==> src/gpio_port_map.svh <==
/*
 * Register offsets, field positions, reset values for the port block.
 * Assumes inclusion by bare name from files compiled after it.
 */
`ifndef GPIO_PORT_MAP_SVH
`define GPIO_PORT_MAP_SVH

`define PORT_DATA_LATCH_OFS   8'h00
`define PORT_DIRECTION_OFS    8'h04
`define EXT_IRQ_ENABLE1_OFS   8'h08
`define MISC_CTRL_OFS         8'h0C
`define CONVERTER_CTRL_OFS    8'h10
`define PIN_LEVEL_OFS         8'h14

`define PORT_RESET_VAL        8'h00
`define IRQ_EN_RESET_VAL      4'h0
`define CHAN_RESET_VAL        3'h0

`define MISC_USB_TX_EN_BIT    1
`define CONV_CHAN_LSB         0
`define CONV_CHAN_MSB         2
`define CONV_EN_BIT           3
`define IRQ_GROUP_PIN_COUNT   4
`define IRQ_GROUP_RISE_MASK   4'h0

`endif

==> src/gpio_port_pkg.sv <==
/*
 * Types shared by the port block and its helper modules.
 * Assumes nothing beyond a SystemVerilog compiler.
 */
package gpio_port_pkg;

   typedef logic [7:0] byte_t;

   typedef enum {BUS_IDLE, BUS_WRITE} bus_phase_t;

   typedef struct packed {
      byte_t       latch;
      byte_t       dir;
      logic [3:0]  irq_en;
      logic        usb_en;
      logic [2:0]  chan;
      logic        conv_en;
      bus_phase_t  phase;
      logic [7:0]  wr_addr;
      logic [31:0] rdata;
   } port_state_t;

   typedef struct packed {
      byte_t s1;
      byte_t s2;
   } sync_state_t;

   typedef struct packed {
      logic comb_q;
      logic pulse;
   } irq_state_t;

endpackage

==> src/gpio_port.sv <==
/*
 * Eight-pin general purpose port with external interrupt group,
 * peripheral alternate functions, analog channel routing and a
 * USB transmit-enable override on pin 0, behind an AHB-Lite slave.
 * Assumes a single AHB-Lite master, pads resolved outside from
 * out/oe, and peripherals that drive their own alternate requests.
 */
`timescale 1ns/10ps
`default_nettype none

`include "gpio_port_map.svh"

////////////////////////////////////////////////////////////////////////////
module gpio_port (
   input  wire logic                 mclk,
   input  wire logic                 sys_rst,
   input  wire logic                 hsel,
   input  wire logic [31:0]          haddr,
   input  wire logic [1:0]           htrans,
   input  wire logic                 hwrite,
   input  wire logic [2:0]           hsize,
   input  wire logic [31:0]          hwdata,
   input  wire logic                 hready,
   output logic                      hreadyout,
   output logic                      hresp,
   output logic [31:0]               hrdata,
   input  wire gpio_port_pkg::byte_t pad_in,
   output gpio_port_pkg::byte_t      pad_out,
   output gpio_port_pkg::byte_t      pad_oe,
   input  wire gpio_port_pkg::byte_t alt_out_en,
   input  wire gpio_port_pkg::byte_t alt_out,
   input  wire gpio_port_pkg::byte_t alt_open_drain,
   input  wire logic                 usb_tx_active,
   output gpio_port_pkg::byte_t      pin_level,
   output gpio_port_pkg::byte_t      analog_switch,
   output logic                      ext_irq_request
);
   import gpio_port_pkg::*;

   port_state_t st_reg;
   port_state_t st_next;
   byte_t       pins_sync;
   byte_t       out_mode;
   logic [3:0]  irq_en_eff;
   logic        take;

   function automatic logic addr_hit(input logic [7:0] a, input logic [7:0] ofs);
      addr_hit = (a == ofs);
   endfunction

   function automatic logic [31:0] read_value(input logic [7:0] a,
                                              input port_state_t s,
                                              input byte_t pins);
      logic [31:0] v;
      v = 32'h0000_0000;
      if (addr_hit(a, `PORT_DATA_LATCH_OFS)) begin
         v[7:0] = (s.dir & s.latch) | (~s.dir & pins);
      end
      if (addr_hit(a, `PORT_DIRECTION_OFS)) begin
         v[7:0] = s.dir;
      end
      if (addr_hit(a, `EXT_IRQ_ENABLE1_OFS)) begin
         v[3:0] = s.irq_en;
      end
      if (addr_hit(a, `MISC_CTRL_OFS)) begin
         v[`MISC_USB_TX_EN_BIT] = s.usb_en;
      end
      if (addr_hit(a, `CONVERTER_CTRL_OFS)) begin
         v[`CONV_CHAN_MSB:`CONV_CHAN_LSB] = s.chan;
         v[`CONV_EN_BIT]                  = s.conv_en;
      end
      if (addr_hit(a, `PIN_LEVEL_OFS)) begin
         v[7:0] = pins;
      end
      read_value = v;
   endfunction

   ////////////////////////////////////////////////////////////////////////
   // Pin input synchronisation

   pin_sync u_sync (
      .mclk    (mclk),
      .sys_rst (sys_rst),
      .d       (pad_in),
      .q       (pins_sync)
   );

   assign pin_level = pins_sync;

   ////////////////////////////////////////////////////////////////////////
   // Register file over AHB-Lite

   assign take      = hsel & htrans[1] & hready;
   assign hreadyout = 1'b1;
   assign hresp     = 1'b0;
   assign hrdata    = st_reg.rdata;

   always_comb begin
      st_next       = st_reg;
      st_next.phase = BUS_IDLE;
      if (st_reg.phase == BUS_WRITE) begin
         case (st_reg.wr_addr)
            `PORT_DATA_LATCH_OFS: begin
               st_next.latch = hwdata[7:0];
            end
            `PORT_DIRECTION_OFS: begin
               st_next.dir = hwdata[7:0];
            end
            `EXT_IRQ_ENABLE1_OFS: begin
               st_next.irq_en = hwdata[3:0];
            end
            `MISC_CTRL_OFS: begin
               st_next.usb_en = hwdata[`MISC_USB_TX_EN_BIT];
            end
            `CONVERTER_CTRL_OFS: begin
               st_next.chan    = hwdata[`CONV_CHAN_MSB:`CONV_CHAN_LSB];
               st_next.conv_en = hwdata[`CONV_EN_BIT];
            end
            default: begin
               st_next.latch = st_reg.latch;
            end
         endcase
      end
      if (take) begin
         st_next.wr_addr = haddr[7:0];
         if (hwrite) begin
            st_next.phase = BUS_WRITE;
         end else begin
            st_next.rdata = read_value(haddr[7:0], st_next, pins_sync);
         end
      end
   end

   // zero reset leaves all pins inputs
   always_ff @(posedge mclk or posedge sys_rst) begin
      if (sys_rst) begin
         st_reg         <= '0;
         st_reg.latch   <= `PORT_RESET_VAL;
         st_reg.dir     <= `PORT_RESET_VAL;
         st_reg.irq_en  <= `IRQ_EN_RESET_VAL;
         st_reg.chan    <= `CHAN_RESET_VAL;
         st_reg.phase   <= BUS_IDLE;
      end else begin
         st_reg <= st_next;
      end
   end

   ////////////////////////////////////////////////////////////////////////
   // Pad drive and alternate functions

   assign out_mode = st_reg.dir | alt_out_en | {7'h00, st_reg.usb_en};

   for (genvar i = 0; i < 8; i++) begin : g_pad
      logic usb_here;
      assign usb_here = (i == 0) && st_reg.usb_en;
      assign pad_oe[i]  = usb_here      ? 1'b1 :
                          alt_out_en[i] ? (alt_open_drain[i] ? ~alt_out[i] : 1'b1) :
                          st_reg.dir[i];
      assign pad_out[i] = usb_here      ? usb_tx_active :
                          alt_out_en[i] ? (alt_open_drain[i] ? 1'b0 : alt_out[i]) :
                          st_reg.latch[i];
      assign analog_switch[i] = st_reg.conv_en & (st_reg.chan == 3'(i)) & ~out_mode[i];
   end

   ////////////////////////////////////////////////////////////////////////
   // External interrupt group

   assign irq_en_eff = st_reg.irq_en & ~out_mode[3:0];

   irq_group #(
      .RISE_MASK (`IRQ_GROUP_RISE_MASK)
   ) u_irq (
      .mclk    (mclk),
      .sys_rst (sys_rst),
      .lvl     (pins_sync[3:0]),
      .en      (irq_en_eff),
      .irq     (ext_irq_request)
   );
endmodule

`default_nettype wire

==> src/pin_sync.sv <==
/*
 * Two-stage synchroniser for the eight pad inputs.
 * Assumes pad levels may change at any time relative to mclk.
 */
`timescale 1ns/10ps
`default_nettype none

module pin_sync (
   input  wire logic               mclk,
   input  wire logic               sys_rst,
   input  wire gpio_port_pkg::byte_t d,
   output gpio_port_pkg::byte_t    q
);
   import gpio_port_pkg::*;

   sync_state_t st_reg;
   sync_state_t st_next;

   always_comb begin
      st_next    = st_reg;
      st_next.s1 = d;
      st_next.s2 = st_reg.s1;
   end

   always_ff @(posedge mclk or posedge sys_rst) begin
      if (sys_rst) begin
         st_reg <= '0;
      end else begin
         st_reg <= st_next;
      end
   end

   assign q = st_reg.s2;

endmodule

`default_nettype wire

==> src/irq_group.sv <==
/*
 * One external interrupt group: enabled lines are combined by an
 * inverted AND and a rising combined level gives a one-cycle request.
 * Assumes synchronised pin levels and enables already masked by mode.
 */
`timescale 1ns/10ps
`default_nettype none

`include "gpio_port_map.svh"

module irq_group #(
   parameter logic [3:0] RISE_MASK = `IRQ_GROUP_RISE_MASK
) (
   input  wire logic       mclk,
   input  wire logic       sys_rst,
   input  wire logic [3:0] lvl,
   input  wire logic [3:0] en,
   output logic            irq
);
   import gpio_port_pkg::*;

   irq_state_t st_reg;
   irq_state_t st_next;
   logic       comb;

   // Lines in RISE_MASK are inverted so every line is active low here
   assign comb = ~&((lvl ^ RISE_MASK) | ~en);

   always_comb begin
      st_next        = st_reg;
      st_next.comb_q = comb;
      st_next.pulse  = comb & ~st_reg.comb_q;
   end

   always_ff @(posedge mclk or posedge sys_rst) begin
      if (sys_rst) begin
         st_reg <= '0;
      end else begin
         st_reg <= st_next;
      end
   end

   assign irq = st_reg.pulse;

endmodule

`default_nettype wire

==> config.mk <==
export PLATFORM = sky130hd
export DESIGN_NAME = gpio_port
export DESIGN_NICKNAME = d
export VERILOG_FILES = /design/src/gpio_port_pkg.sv /design/src/gpio_port.sv /design/src/pin_sync.sv /design/src/irq_group.sv
export VERILOG_INCLUDE_DIRS = /design/src
export SDC_FILE = /design/constraint.sdc
export NUM_CORES = 1
export LEC_CHECK = 0
export BUFFER_PORTS_ARGS = -buffer_cell sky130_fd_sc_hd__buf_4
export CAP_MARGIN = 20
export CORE_MARGIN = 4
export CORE_UTILIZATION = 40
export CTS_BUF_LIST = sky130_fd_sc_hd__clkbuf_8
export CTS_CLUSTER_DIAMETER = 40
export CTS_CLUSTER_SIZE = 25
export DETAILED_ROUTE_END_ITERATION = 10
export GPL_TIMING_DRIVEN = 0
export PLACE_DENSITY = 0.83
export SYNTH_ARGS = -nofsm -noshare
export SYNTH_HDL_FRONTEND = slang
export SYNTH_SLANG_ARGS = --single-unit
export TNS_END_PERCENT = 50
==> constraint.sdc <==
create_clock -name mclk -period 2.05 [get_ports mclk]
set_input_delay 0.41 -clock mclk [delete_from_list [all_inputs] [get_ports mclk]]
set_output_delay 0.41 -clock mclk [all_outputs]
set_load 0.02 [all_outputs]
# Word level (Yosys, flattened, before mapping)
# Cells that the tools add are included.
# Widths: inputs -> output; s select.
dict set report totals {
  register_bits 91
  out_inout_bits 67
  word_cells 132
}
dict set report classes {
  n_eq_ne 17
  mux 49
  n_bitwise 47
  n_reduce_logical 6
}
# cell count
set op_table {}
lappend op_table {{$mux 8} 6}
lappend op_table {{$mux 41} 1}
lappend op_table {{$mux 1} 37}
lappend op_table {{$eq 32x2->1 const B} 1}
lappend op_table {{$eq 8x4->1 const B} 4}
lappend op_table {{$mux 25} 1}
lappend op_table {{$eq 8x5->1 const B} 3}
lappend op_table {{$and 1x1->1} 19}
lappend op_table {{$not 1->1} 18}
lappend op_table {{$and 8x8->8} 2}
lappend op_table {{$eq 8x3->1 const B} 2}
lappend op_table {{$logic_not 8->1} 2}
lappend op_table {{$mux 4} 4}
lappend op_table {{$or 8x8->8} 2}
lappend op_table {{$eq 3x3->1 const B} 4}
lappend op_table {{$not 4->4} 2}
lappend op_table {{$not 8->8} 1}
lappend op_table {{$or 8x1->8} 1}
lappend op_table {{$eq 3x2->1 const B} 2}
lappend op_table {{$and 4x4->4} 1}
lappend op_table {{$or 4x4->4} 1}
lappend op_table {{$reduce_and 4->1} 1}
lappend op_table {{$eq 3x1->1 const B} 1}
lappend op_table {{$logic_not 3->1} 1}
lappend op_table {{2 further kinds} 2}

# Logic depth before layout (Yosys ltp)
# Gate-level depths: netlist of run 1.
dict set report depth {
  depth_word 14
  depth_mapped 6
  depth_no_buf 5
}

# Hierarchy
# Synthesis of run 1 repeated with hierarchy kept, for this count alone.
dict set report unflattened {
  cells_unflattened 331
  area_unflattened_um2 3350.7
}
# module instances cells_per_inst area_per_inst_um2
set modules_own_cells {}
lappend modules_own_cells {gpio_port 1 305 2845.2}
lappend modules_own_cells {pin_sync 1 17 404.1}
lappend modules_own_cells {irq_group 1 9 101.3}

# Least setup slack after synthesis of run 1
# Ideal clock, no wire load.
dict set report synth_timing {
  path_type {input to register}
  start {input haddr[6]}
  end {register st_reg (netlist bit hrdata[0])}
  setup_time_ns 0.101
  arrival_time_ns 1.966
  required_ns 1.949
  path_slack_ns -0.016
  path_stages 6
  path_cell_list {or4_1 buf_2 or4_4 a311oi_2 a31oi_1 o32ai_1}
}
dict set report synth_between {
  elab_chain_cells 6
  word_cells_on_any_way 10
  cone_classes {eq/ne: 4; mux: 5; reduce/logical: 1}
}
# item line_no
set synth_lines {}
lappend synth_lines {{start, declared} gpio_port.sv:18} ;# input wire logic [31:0] haddr,
lappend synth_lines {{$logic_not 8->1} gpio_port.sv:48} ;# addr_hit = (a == ofs);
lappend synth_lines {{$mux 8} gpio_port.sv:56} ;# if (addr_hit(a, `PORT_DATA_LATCH_OFS)) begin
lappend synth_lines {{$mux 8} gpio_port.sv:59} ;# if (addr_hit(a, `PORT_DIRECTION_OFS)) begin
lappend synth_lines {{$mux 4} gpio_port.sv:62} ;# if (addr_hit(a, `EXT_IRQ_ENABLE1_OFS)) begin
lappend synth_lines {{$mux 4} gpio_port.sv:68} ;# if (addr_hit(a, `CONVERTER_CTRL_OFS)) begin
lappend synth_lines {{$mux 8 *} gpio_port.sv:72} ;# if (addr_hit(a, `PIN_LEVEL_OFS)) begin
lappend synth_lines {{end signal, assigned} gpio_port.sv:144} ;# st_reg <= st_next;
lappend synth_lines {{end, declared} gpio_port.sv:40} ;# port_state_t st_reg;
# Mark *: on every way between the ends. The rest lies on a longest branch, timed or not.
# A chain may end at the register's enable or synchronous reset.

# Final worst setup path of run 1
dict set report layout_timing {
  start {register st_reg[75] in the netlist's numbering}
  end {output analog_switch[3]}
}
dict set report layout_between {
  elab_chain_cells 3
}
# item line_no
set layout_lines {}
lappend layout_lines {{$eq 3x2->1} gpio_port.sv:162} ;# assign analog_switch[i] = st_reg.conv_en & (st_reg.chan == 3'(i)) & ~out_mode[i];
lappend layout_lines {{$and 1x1->1 (2 in series)} gpio_port.sv:162}
lappend layout_lines {{end, declared} gpio_port.sv:35} ;# output gpio_port_pkg::byte_t analog_switch,
# No other way between the ends.

==> parameters.txt, run 1 <==
Parameter                              Value

Outcome
  Status    complete, no violations

GRT
  Largest net degree at the start of global routing    38
  Grt met1 use    23.4%
  Total congestion overflow    0
  Vias in the first global route    approximately 2900
  GR peak layer    met2
  Global-route wire length before repair    around 14000 µm
  Number of antenna violations at the first check in global routing    0
  Met3 demand-to-capacity share in global routing    5.60%
  M2 GR Usage    29.7%
  Global-route usage over all layers    18.5%

Clocking
  Clock-pin slew of the registers on the worst-case setup and hold paths    ~0.060 ns
  Root Buffer    sky130_fd_sc_hd__clkbuf_8
  CTS H-tree lvls    3
  Longest Clk Path Bufs    2
  TritonCTS clock tree    built
  Number of sinks driven by the clock tree    60
  Post-cts hold buffer count    0
  Number of buffers inserted during clock tree synthesis    9
  Clk Latency, worst-skew pair    approximately 0.34 ns

Placement
  DP HPWL    between 6000 and 7000 µm
  Input/output buffers    between 90 and 100
  Global placer's final weighted congestion    0.901
  Placed cell count    528

Routing
  Average routed wire per standard cell    around 17 µm
  Violation count after the first detailed-routing iteration    around 230
  Total Wirelength    9120 µm
  Remaining routing DRC violations    0
  Via count    between 2000 and 3000
  Detailed Routing Iterations Pass 1    4
  Ratio of routed vias to standard cells    approximately 5.3
  ANT nets after route    0

Critical path
  Launch point of the worst path    st_reg[75]$_DFF_PP0_
  Reg2Reg Launch Point    st_reg[39]$_DFFE_PP0P_
  Worst reg2reg endpoint    hrdata[0]$_DFFE_PP0P_
  Startpoint kind of the worst setup timing path    register
  Cells on worst reg2reg path    7
  CP required    between 1.5 and 2 ns
  Worst-path maximum fanout    4
  Internal reg-to-reg setup slack    around 0.05 ns
  Crit path capture    analog_switch[3]
  Endpoint class of the critical path    primary output
  Setup Crit Path Kind    reg -> out
  Arrival time of data at the critical path endpoint    roughly 1.6 ns

STA
  Final Hold Violating Endpoints    0
  Transition at the pin with the smallest max-transition slack    roughly 0.8 ns
  Final worst clock skew    between 0.01 and 0.015 ns
  Share of the cycle needed by the critical path after routing    98.1%
  Unrepaired setup endpoints after global routing    yes
  Time the worst path needs with I/O delays and setup    2.01 ns
  Worst slack on hold paths    about 0.18 ns
  Total setup violations reported at the end of the flow    0
  Maximum clock frequency    between 0.4 and 0.5 GHz
  Slew HR    about 46%
  Max-slew violation total from the final report    0

Yosys
  Top_reg_cell synth    sky130_fd_sc_hd__dfrtp_1
  Share of synthesized area occupied by flip-flops and latches    between 40% and 50%
  Warning count from the yosys run    0
  Post-Syn Area per Cell    10.4 µm²
  Async SR Flop Fraction    between 90% and 100%
  Number of flops mapped to enable cells by yosys    0
  Flop and latch count out of synthesis    60
  Cells after synthesis    approximately 310
  Netlist area before placement    around 3200 µm²
  Post-synthesis cell type count    52

Power and ir drop
  Fraction of power consumed by sequential logic    44.3%
  Internal power component    ~0.0022 W
  Relative contribution of combinational cells to total power    between 20% and 30%
  Maximum vdd ir drop    0.000561 V
  Sw frac    30.4%
  Clock power frac    31.5%
  Power Dens Cells    between 700 and 800 nW/µm²
  Net switching power    approximately 0.00098 W
  Leakage power    2.12 nW

Die
  Core Footprint    7770 µm²
  Overall die area    around 9500 µm²
  Height of the die    slightly below 100 µm
  Io pins    approximately 170
  Cell row count    32
  Initial cell density of the core    41.1%
  Die X-Extent    between 90 and 100 µm

Finish
  Synthesis-to-finish area growth    43.2%
  Leading cell types in the layout, fill and taps excluded    136 x sky130_fd_sc_hd__buf_4, 59 x sky130_fd_sc_hd__dfrtp_1, 26 x sky130_fd_sc_hd__conb_1, 20 x sky130_fd_sc_hd__mux2_2
  Leading cell type in the layout, fill and taps excluded    sky130_fd_sc_hd__buf_4
  Flip-flop count of the largest register after layout    33
  Count of placed standard cells in the final layout, fillers left out    550
  Antenna Cells    0
  Net total in the final layout    between 500 and 600
  Fraction of layout cells with a size suffix above 1    between 40% and 50%

Min path
  Worst hold path class    in -> reg

Run
  Max-capacitance violation count    0
timing repair:
action	CTS	global route
resized for setup	18	18
setup endpoints to repair	9	9
pin swaps	7	8
buffers inserted	5	3
endpoints found under the hold margin	0	0
cloned	0	0
final cells by class:
class,count,area (µm²)
fill,651,3190
tap,102,128
inverter,16,60.1
clock buffer,10,138
clock inverter,5,46.3
timing repair buffer,103,793
sequential,60,1500
multi-input combinational,213,1590
buffer,41,319
cells in the mapped netlist (2+ instances only):
cell type	number	area share, %
sky130_fd_sc_hd__nor3_1	3	0.47
sky130_fd_sc_hd__a311oi_1	2	0.55
sky130_fd_sc_hd__o211a_1	2	0.63
sky130_fd_sc_hd__or4_1	2	0.47
sky130_fd_sc_hd__nor3b_1	2	0.47
sky130_fd_sc_hd__a21oi_1	4	0.63
sky130_fd_sc_hd__buf_2	2	0.31
sky130_fd_sc_hd__nand4_1	9	1.8
sky130_fd_sc_hd__nor2b_1	6	1.2
sky130_fd_sc_hd__inv_1	16	1.9
sky130_fd_sc_hd__mux2i_1	3	0.94
sky130_fd_sc_hd__a32oi_1	2	0.55
sky130_fd_sc_hd__nand3b_1	8	1.9
sky130_fd_sc_hd__conb_1	2	0.24
sky130_fd_sc_hd__nor2_1	17	2.0
sky130_fd_sc_hd__nor4_1	11	2.2
sky130_fd_sc_hd__nand3_1	6	0.94
sky130_fd_sc_hd__a31oi_1	12	2.3
sky130_fd_sc_hd__dfrtp_1	60	47
sky130_fd_sc_hd__o221ai_1	2	0.55
sky130_fd_sc_hd__or2_2	2	0.39
sky130_fd_sc_hd__buf_4	34	8.0
sky130_fd_sc_hd__or3_1	2	0.39
sky130_fd_sc_hd__o32ai_1	2	0.55
sky130_fd_sc_hd__a221oi_1	2	0.55
sky130_fd_sc_hd__nor4b_1	4	1.1
sky130_fd_sc_hd__nand2b_1	4	0.78
sky130_fd_sc_hd__buf_6	3	1.1
sky130_fd_sc_hd__o31ai_1	5	1.2
sky130_fd_sc_hd__mux2_2	21	7.4
sky130_fd_sc_hd__o2bb2a_1	4	1.3
sky130_fd_sc_hd__nand2_1	18	2.1
sky130_fd_sc_hd__o211ai_1	4	0.94
sky130_fd_sc_hd__o21ai_0	13	2.0
critical path, cell delays in order, from the launching register on:
cell and delay, ns:
sky130_fd_sc_hd__dfrtp_1 0.39, sky130_fd_sc_hd__nand2b_1 0.27, sky130_fd_sc_hd__nor4_1 0.38, sky130_fd_sc_hd__buf_4 0.23
worst min-delay path by stage:
stage | startpoint | slack (ns) | endpoint | cells after the start
6_report | pad_in[5] | 0.18 | u_sync.st_next[5]$_DFF_PP0_ | 1
5_1_grt | pad_in[5] | 0.16 | u_sync.st_next[5]$_DFF_PP0_ | 1
4_1_cts | pad_in[5] | 0.16 | u_sync.st_next[5]$_DFF_PP0_ | 1
3_5_place_dp | u_sync.st_next[7]$_DFF_PP0_ | 0.34 | u_sync.q[7]$_DFF_PP0_ | 0
3_3_place_gp | u_sync.st_next[4]$_DFF_PP0_ | 0.33 | u_sync.q[4]$_DFF_PP0_ | 0
2_1_floorplan | u_sync.st_next[0]$_DFF_PP0_ | 0.33 | u_sync.q[0]$_DFF_PP0_ | 0
stage by stage:
stage | total power, W | instance area [µm²] | utilization (%) | setup TNS [ns] | worst slack, ns
6_report | 0.00321 | 4580 | 58.9 | 0 | 0.0383
5_1_grt | 0.00335 | 4580 | 58.9 | -0.0846 | -0.0263
4_1_cts | 0.00318 | 4460 | 57.5 | -0.0163 | -0.0163
3_5_place_dp | 0.00213 | 4160 | 53.5 | -2.39 | -0.354
3_3_place_gp | 0.00210 | 4130 | 53.2 | -33.83 | -0.527
2_1_floorplan | 0.00183 | 3300 | - | -0.00308 | -0.00308
cell families (layout without fill, tap and decap cells):
| logic type | after synthesis | after routing | synth area share [%] |
|---|---|---|---|
| AO/OA/AOI/OAI | 61 | 61 | 13.7 |
| buffers and inverters | 58 | 175 | 11.9 |
| flip-flops | 60 | 60 | 47.0 |
| multiplexers | 24 | 24 | 8.34 |
| other | 2 | 26 | 0.235 |
| AND/OR/NAND/NOR | 102 | 102 | 18.8 |
routing by layer:
metal,share of wire [%],up-vias
met2,49,149
met4,1.5,0
met5,0,-
met1,41,1386
met3,8.4,14
li1,-,1352
power groups by stage:
stage	registers (W)	clock network, W	logic, W
floorplan	0.00140	0	0.000434
global placement	0.00141	0	0.000692
detailed placement	0.00142	0	0.000708
CTS	0.00140	0.00103	0.000744
global route	0.00144	0.00108	0.000836
finish	0.00142	0.00101	0.000781
Note: power is estimated with default switching activity, not from simulation.
==> run 2, diff against run 1 <==
Settings changed: ABC_AREA from default to 1, PLACE_DENSITY 0.83 to 0.82.
==> parameters.txt, run 2 <==
Parameter                              Value

Clocking
  Number of sinks driven by the clock tree    60 (unchanged)
  TritonCTS clock tree    built
  Clock-pin slew of the registers on the worst-case setup and hold paths    0.07 ns (about the same)
  Longest Clk Path Bufs    2 (unchanged)
  Number of buffers inserted during clock tree synthesis    9 (unchanged)
  Root Buffer    sky130_fd_sc_hd__clkbuf_8
  Clk Latency, worst-skew pair    0.34 ns (about the same)
  CTS H-tree lvls    3 (unchanged)
  Post-cts hold buffer count    0 (unchanged)

Placement
  Setup WS pre-CTS    0.0763 ns (+0.431 ns)
  DP HPWL    6600 µm (-3.1%)
  Input/output buffers    95 (+1.1%)
  Placed cell count    618 (+17%)
  Global placer's final weighted congestion    0.917 (+1.8%)

Power and ir drop
  Leakage power    2.48 nW (+17%)
  Power Dens Cells    695 nW/µm² (-0.98%)
  Clock power frac    34.8% (+3.3 points)
  Fraction of power consumed by sequential logic    43.8% (-0.5 points)
  Internal power component    0.00213 W (-4.7%)
  Relative contribution of combinational cells to total power    21.4% (-2.9 points)
  Net switching power    0.000940 W (-3.7%)
  Maximum vdd ir drop    0.000531 V (-5.4%)
  Sw frac    30.6% (+0.23 points)

Critical path
  Reg2Reg Launch Point    st_reg[36]$_DFFE_PP0P_
  Arrival time of data at the critical path endpoint    1.47 ns (-0.13 ns)
  Launch point of the worst path    st_reg[82]$_DFF_PP0_
  Startpoint kind of the worst setup timing path    register
  Setup Crit Path Kind    reg -> out
  Endpoint class of the critical path    primary output
  Worst reg2reg endpoint    hrdata[2]$_DFFE_PP0P_
  Cells on worst reg2reg path    11 (+4)
  Largest incremental delay on the critical path    0.39 ns (about the same)
  Internal reg-to-reg setup slack    0.24 ns (+0.19 ns)
  Cell chain of the critical path    nor2_1 > inv_1 > nor3_1 > buf_4
  Crit path capture    analog_switch[1]
  CP required    1.64 ns (about the same)
  Worst-path maximum fanout    3 (-1)
  Library cell contributing the largest single delay on the critical path    sky130_fd_sc_hd__dfrtp_1

GRT
  Global-route wire length before repair    13300 µm (-5.5%)
  Largest net degree at the start of global routing    36 (-5.3%)
  Total congestion overflow    0 (unchanged)
  Global-route usage over all layers    17.1% (-1.3 points)
  Number of antenna violations at the first check in global routing    0 (unchanged)
  Vias in the first global route    2823 (-1.2%)

Routing
  Total met3 wirelength after detailed routing    658 µm (-15%)
  Ratio of routed vias to standard cells    4.65 (-12%)
  Top layer used by detailed routing    met4
  Remaining routing DRC violations    0 (unchanged)
  Violation count after the first detailed-routing iteration    182 (-21%)
  ANT nets after route    0 (unchanged)
  Met2 wire len    4010 µm (-10%)
  Total Wirelength    8280 µm (-9.2%)
  Met1 WL    3500 µm (-6.4%)
  Detailed Routing Iterations Pass 1    4 (unchanged)
  Via count    2945 (+1.5%)
  Average routed wire per standard cell    13.1 µm (-21%)

Finish
  Leading cell type in the layout, fill and taps excluded    sky130_fd_sc_hd__buf_4
  Flip-flop count of the largest register after layout    33 (unchanged)
  Count of placed standard cells in the final layout, fillers left out    634 (+15%)
  Fraction of layout cells with a size suffix above 1    34.4% (-12 points)
  Leading cell types in the layout, fill and taps excluded    129 x sky130_fd_sc_hd__buf_4, 95 x sky130_fd_sc_hd__nand2_1, 60 x sky130_fd_sc_hd__dfrtp_1, 46 x sky130_fd_sc_hd__inv_1, 26 x sky130_fd_sc_hd__conb_1
  Antenna Cells    0 (unchanged)
  Synthesis-to-finish area growth    35.4%
  Net total in the final layout    634 (+15%)

STA
  Maximum clock frequency    0.532 GHz (+6.9%)
  Transition at the pin with the smallest max-transition slack    0.552 ns (-0.261 ns)
  Share of the cycle needed by the critical path after routing    91.8% (-6.4 points)
  Total setup violations reported at the end of the flow    0 (unchanged)
  Time the worst path needs with I/O delays and setup    1.88 ns (-0.131 ns)
  Final Hold Violating Endpoints    0 (unchanged)
  Slew HR    63.1% (+17 points)
  Unrepaired setup endpoints after global routing    no
  Final worst clock skew    0.00878 ns (-0.00212 ns)
  Max-slew violation total from the final report    0 (unchanged)
  Setup ws final    0.169 ns (+0.131 ns)

Die
  Io pins    174 (unchanged)
  Initial cell density of the core    41.6% (+0.43 points)
  Height of the die    98.3 µm (+0.95%)
  Core Footprint    7850 µm² (+1.0%)
  Die X-Extent    98.3 µm (+0.95%)
  Cell row count    32 (unchanged)
  Overall die area    9660 µm² (+1.9%)

Outcome
  Status    complete, no violations

Run
  Max-capacitance violation count    0 (unchanged)

Yosys
  Warning count from the yosys run    0 (unchanged)
  Most area-hungry cell type in the Yosys netlist    sky130_fd_sc_hd__dfrtp_1
  Cells after synthesis    396 (+29%)
  Post-synthesis cell type count    35 (-33%)
  Area share of the largest cell type after synthesis    46.0% (-0.96 points)
  Share of synthesized area occupied by flip-flops and latches    46.0% (-0.96 points)
  List of most frequent post-synthesis cells    95 x sky130_fd_sc_hd__nand2_1, 60 x sky130_fd_sc_hd__dfrtp_1, 47 x sky130_fd_sc_hd__inv_1, 34 x sky130_fd_sc_hd__buf_4, 25 x sky130_fd_sc_hd__nor2_1
  Netlist area before placement    3260 µm² (+2.1%)
  Top_reg_cell synth    sky130_fd_sc_hd__dfrtp_1
  Number of flops mapped to enable cells by yosys    0 (unchanged)
  Flop and latch count out of synthesis    60 (unchanged)
  Post-Syn Area per Cell    8.24 µm² (-21%)
  Largest cells by area after synthesis    sky130_fd_sc_hd__dfrtp_1 46%, sky130_fd_sc_hd__nand2_1 11%, sky130_fd_sc_hd__buf_4 7.8%
  Leading cell type by number of instances after synthesis    sky130_fd_sc_hd__nand2_1
  Async SR Flop Fraction    100% (unchanged)

Min path
  Worst hold path class    in -> async
## run 2: cell types whose count changed in the layout (fill, tap and decap cells not counted), moves of 5 or more
cell,delta
sky130_fd_sc_hd__buf_4,-7
sky130_fd_sc_hd__inv_1,+28
sky130_fd_sc_hd__mux2_2,-20
sky130_fd_sc_hd__nand2_1,+77
sky130_fd_sc_hd__nand2_2,+9
sky130_fd_sc_hd__nand3_1,+20
sky130_fd_sc_hd__nand3b_1,-7
sky130_fd_sc_hd__nor2_1,+9
sky130_fd_sc_hd__nor2b_1,-5
sky130_fd_sc_hd__o21ai_1,+15
sky130_fd_sc_hd__o22ai_1,+6
sky130_fd_sc_hd__o31ai_4,-5
## run 2: how the worst min path moves through the flow
stage	start	endpoint	slack, ns
6_report	sys_rst	u_sync.st_next[3]$_DFF_PP0_	0.11
5_1_grt	pad_in[6]	u_sync.st_next[6]$_DFF_PP0_	0.14
4_1_cts	sys_rst	u_sync.st_next[3]$_DFF_PP0_	0.12
3_5_place_dp	u_sync.st_next[4]$_DFF_PP0_	u_sync.q[4]$_DFF_PP0_	0.34
3_3_place_gp	u_sync.st_next[0]$_DFF_PP0_	u_sync.q[0]$_DFF_PP0_	0.33
2_1_floorplan	u_sync.st_next[0]$_DFF_PP0_	u_sync.q[0]$_DFF_PP0_	0.33
## run 2: layout make-up
| class | instances | area [µm²] |
|---|---|---|
| inverter | 51 | 191 |
| fill | 736 | 3430 |
| clock inverter | 7 | 75.1 |
| multi-input combinational | 271 | 1380 |
| tap | 102 | 128 |
| clock buffer | 9 | 124 |
| buffer | 38 | 289 |
| timing repair buffer | 96 | 733 |
| sequential | 60 | 1500 |
## run 2: critical path, delay by kind of cell, from the launching register on
family,cells,cell delay (ns)
simple gates,2,0.48
flops,1,0.39
buf+inv,2,0.26
## run 2: metrics by stage
step | instance area (µm²) | power, W | utilization [%] | hold WS (ns) | TNS (ns)
floorplan | 3350 | 0.00177 | - | 0.331 | 0
global placement | 4190 | 0.00200 | 53.4 | 0.331 | -34.11
detailed placement | 4210 | 0.00202 | 53.7 | 0.336 | 0
CTS | 4410 | 0.00310 | 56.2 | 0.120 | 0
global route | 4420 | 0.00322 | 56.3 | 0.145 | 0
finish | 4420 | 0.00307 | 56.3 | 0.113 | 0
## run 2: metal layers
metal  vias to the layer above  global-route usage [%]
met5                         -                       0
met4                         0                    6.09
met3                         9                    5.14
met2                       111                    27.8
met1                      1340                    21.8
li1                       1485                       -
## run 2: what timing repair did
| action | 4_1_cts | 5_1_grt |
|---|---|---|
| setup endpoints to repair | 0 | 1 |
| buffers inserted | 0 | 0 |
| hold endpoints to repair | 0 | 0 |
| gates resized for setup | 0 | 1 |
## run 2: power by group through the flow
stage | clock, W | sequential [W] | combinational, W
after floorplan | 0 | 0.00136 | 0.000402
after global placement | 0 | 0.00136 | 0.000636
after detailed placement | 0 | 0.00137 | 0.000657
after CTS | 0.00110 | 0.00134 | 0.000658
after global routing | 0.00115 | 0.00136 | 0.000723
final | 0.00107 | 0.00135 | 0.000657
## run 2: logic make-up (layout without fill, tap and decap cells)
logic type	count (synthesis)	in the layout	share of synthesized area (%)
buf+inv	89	201	14.7
other cells	2	26	0.230
compound gates	57	57	10.1
flops	60	60	46.0
simple gates	188	188	28.9
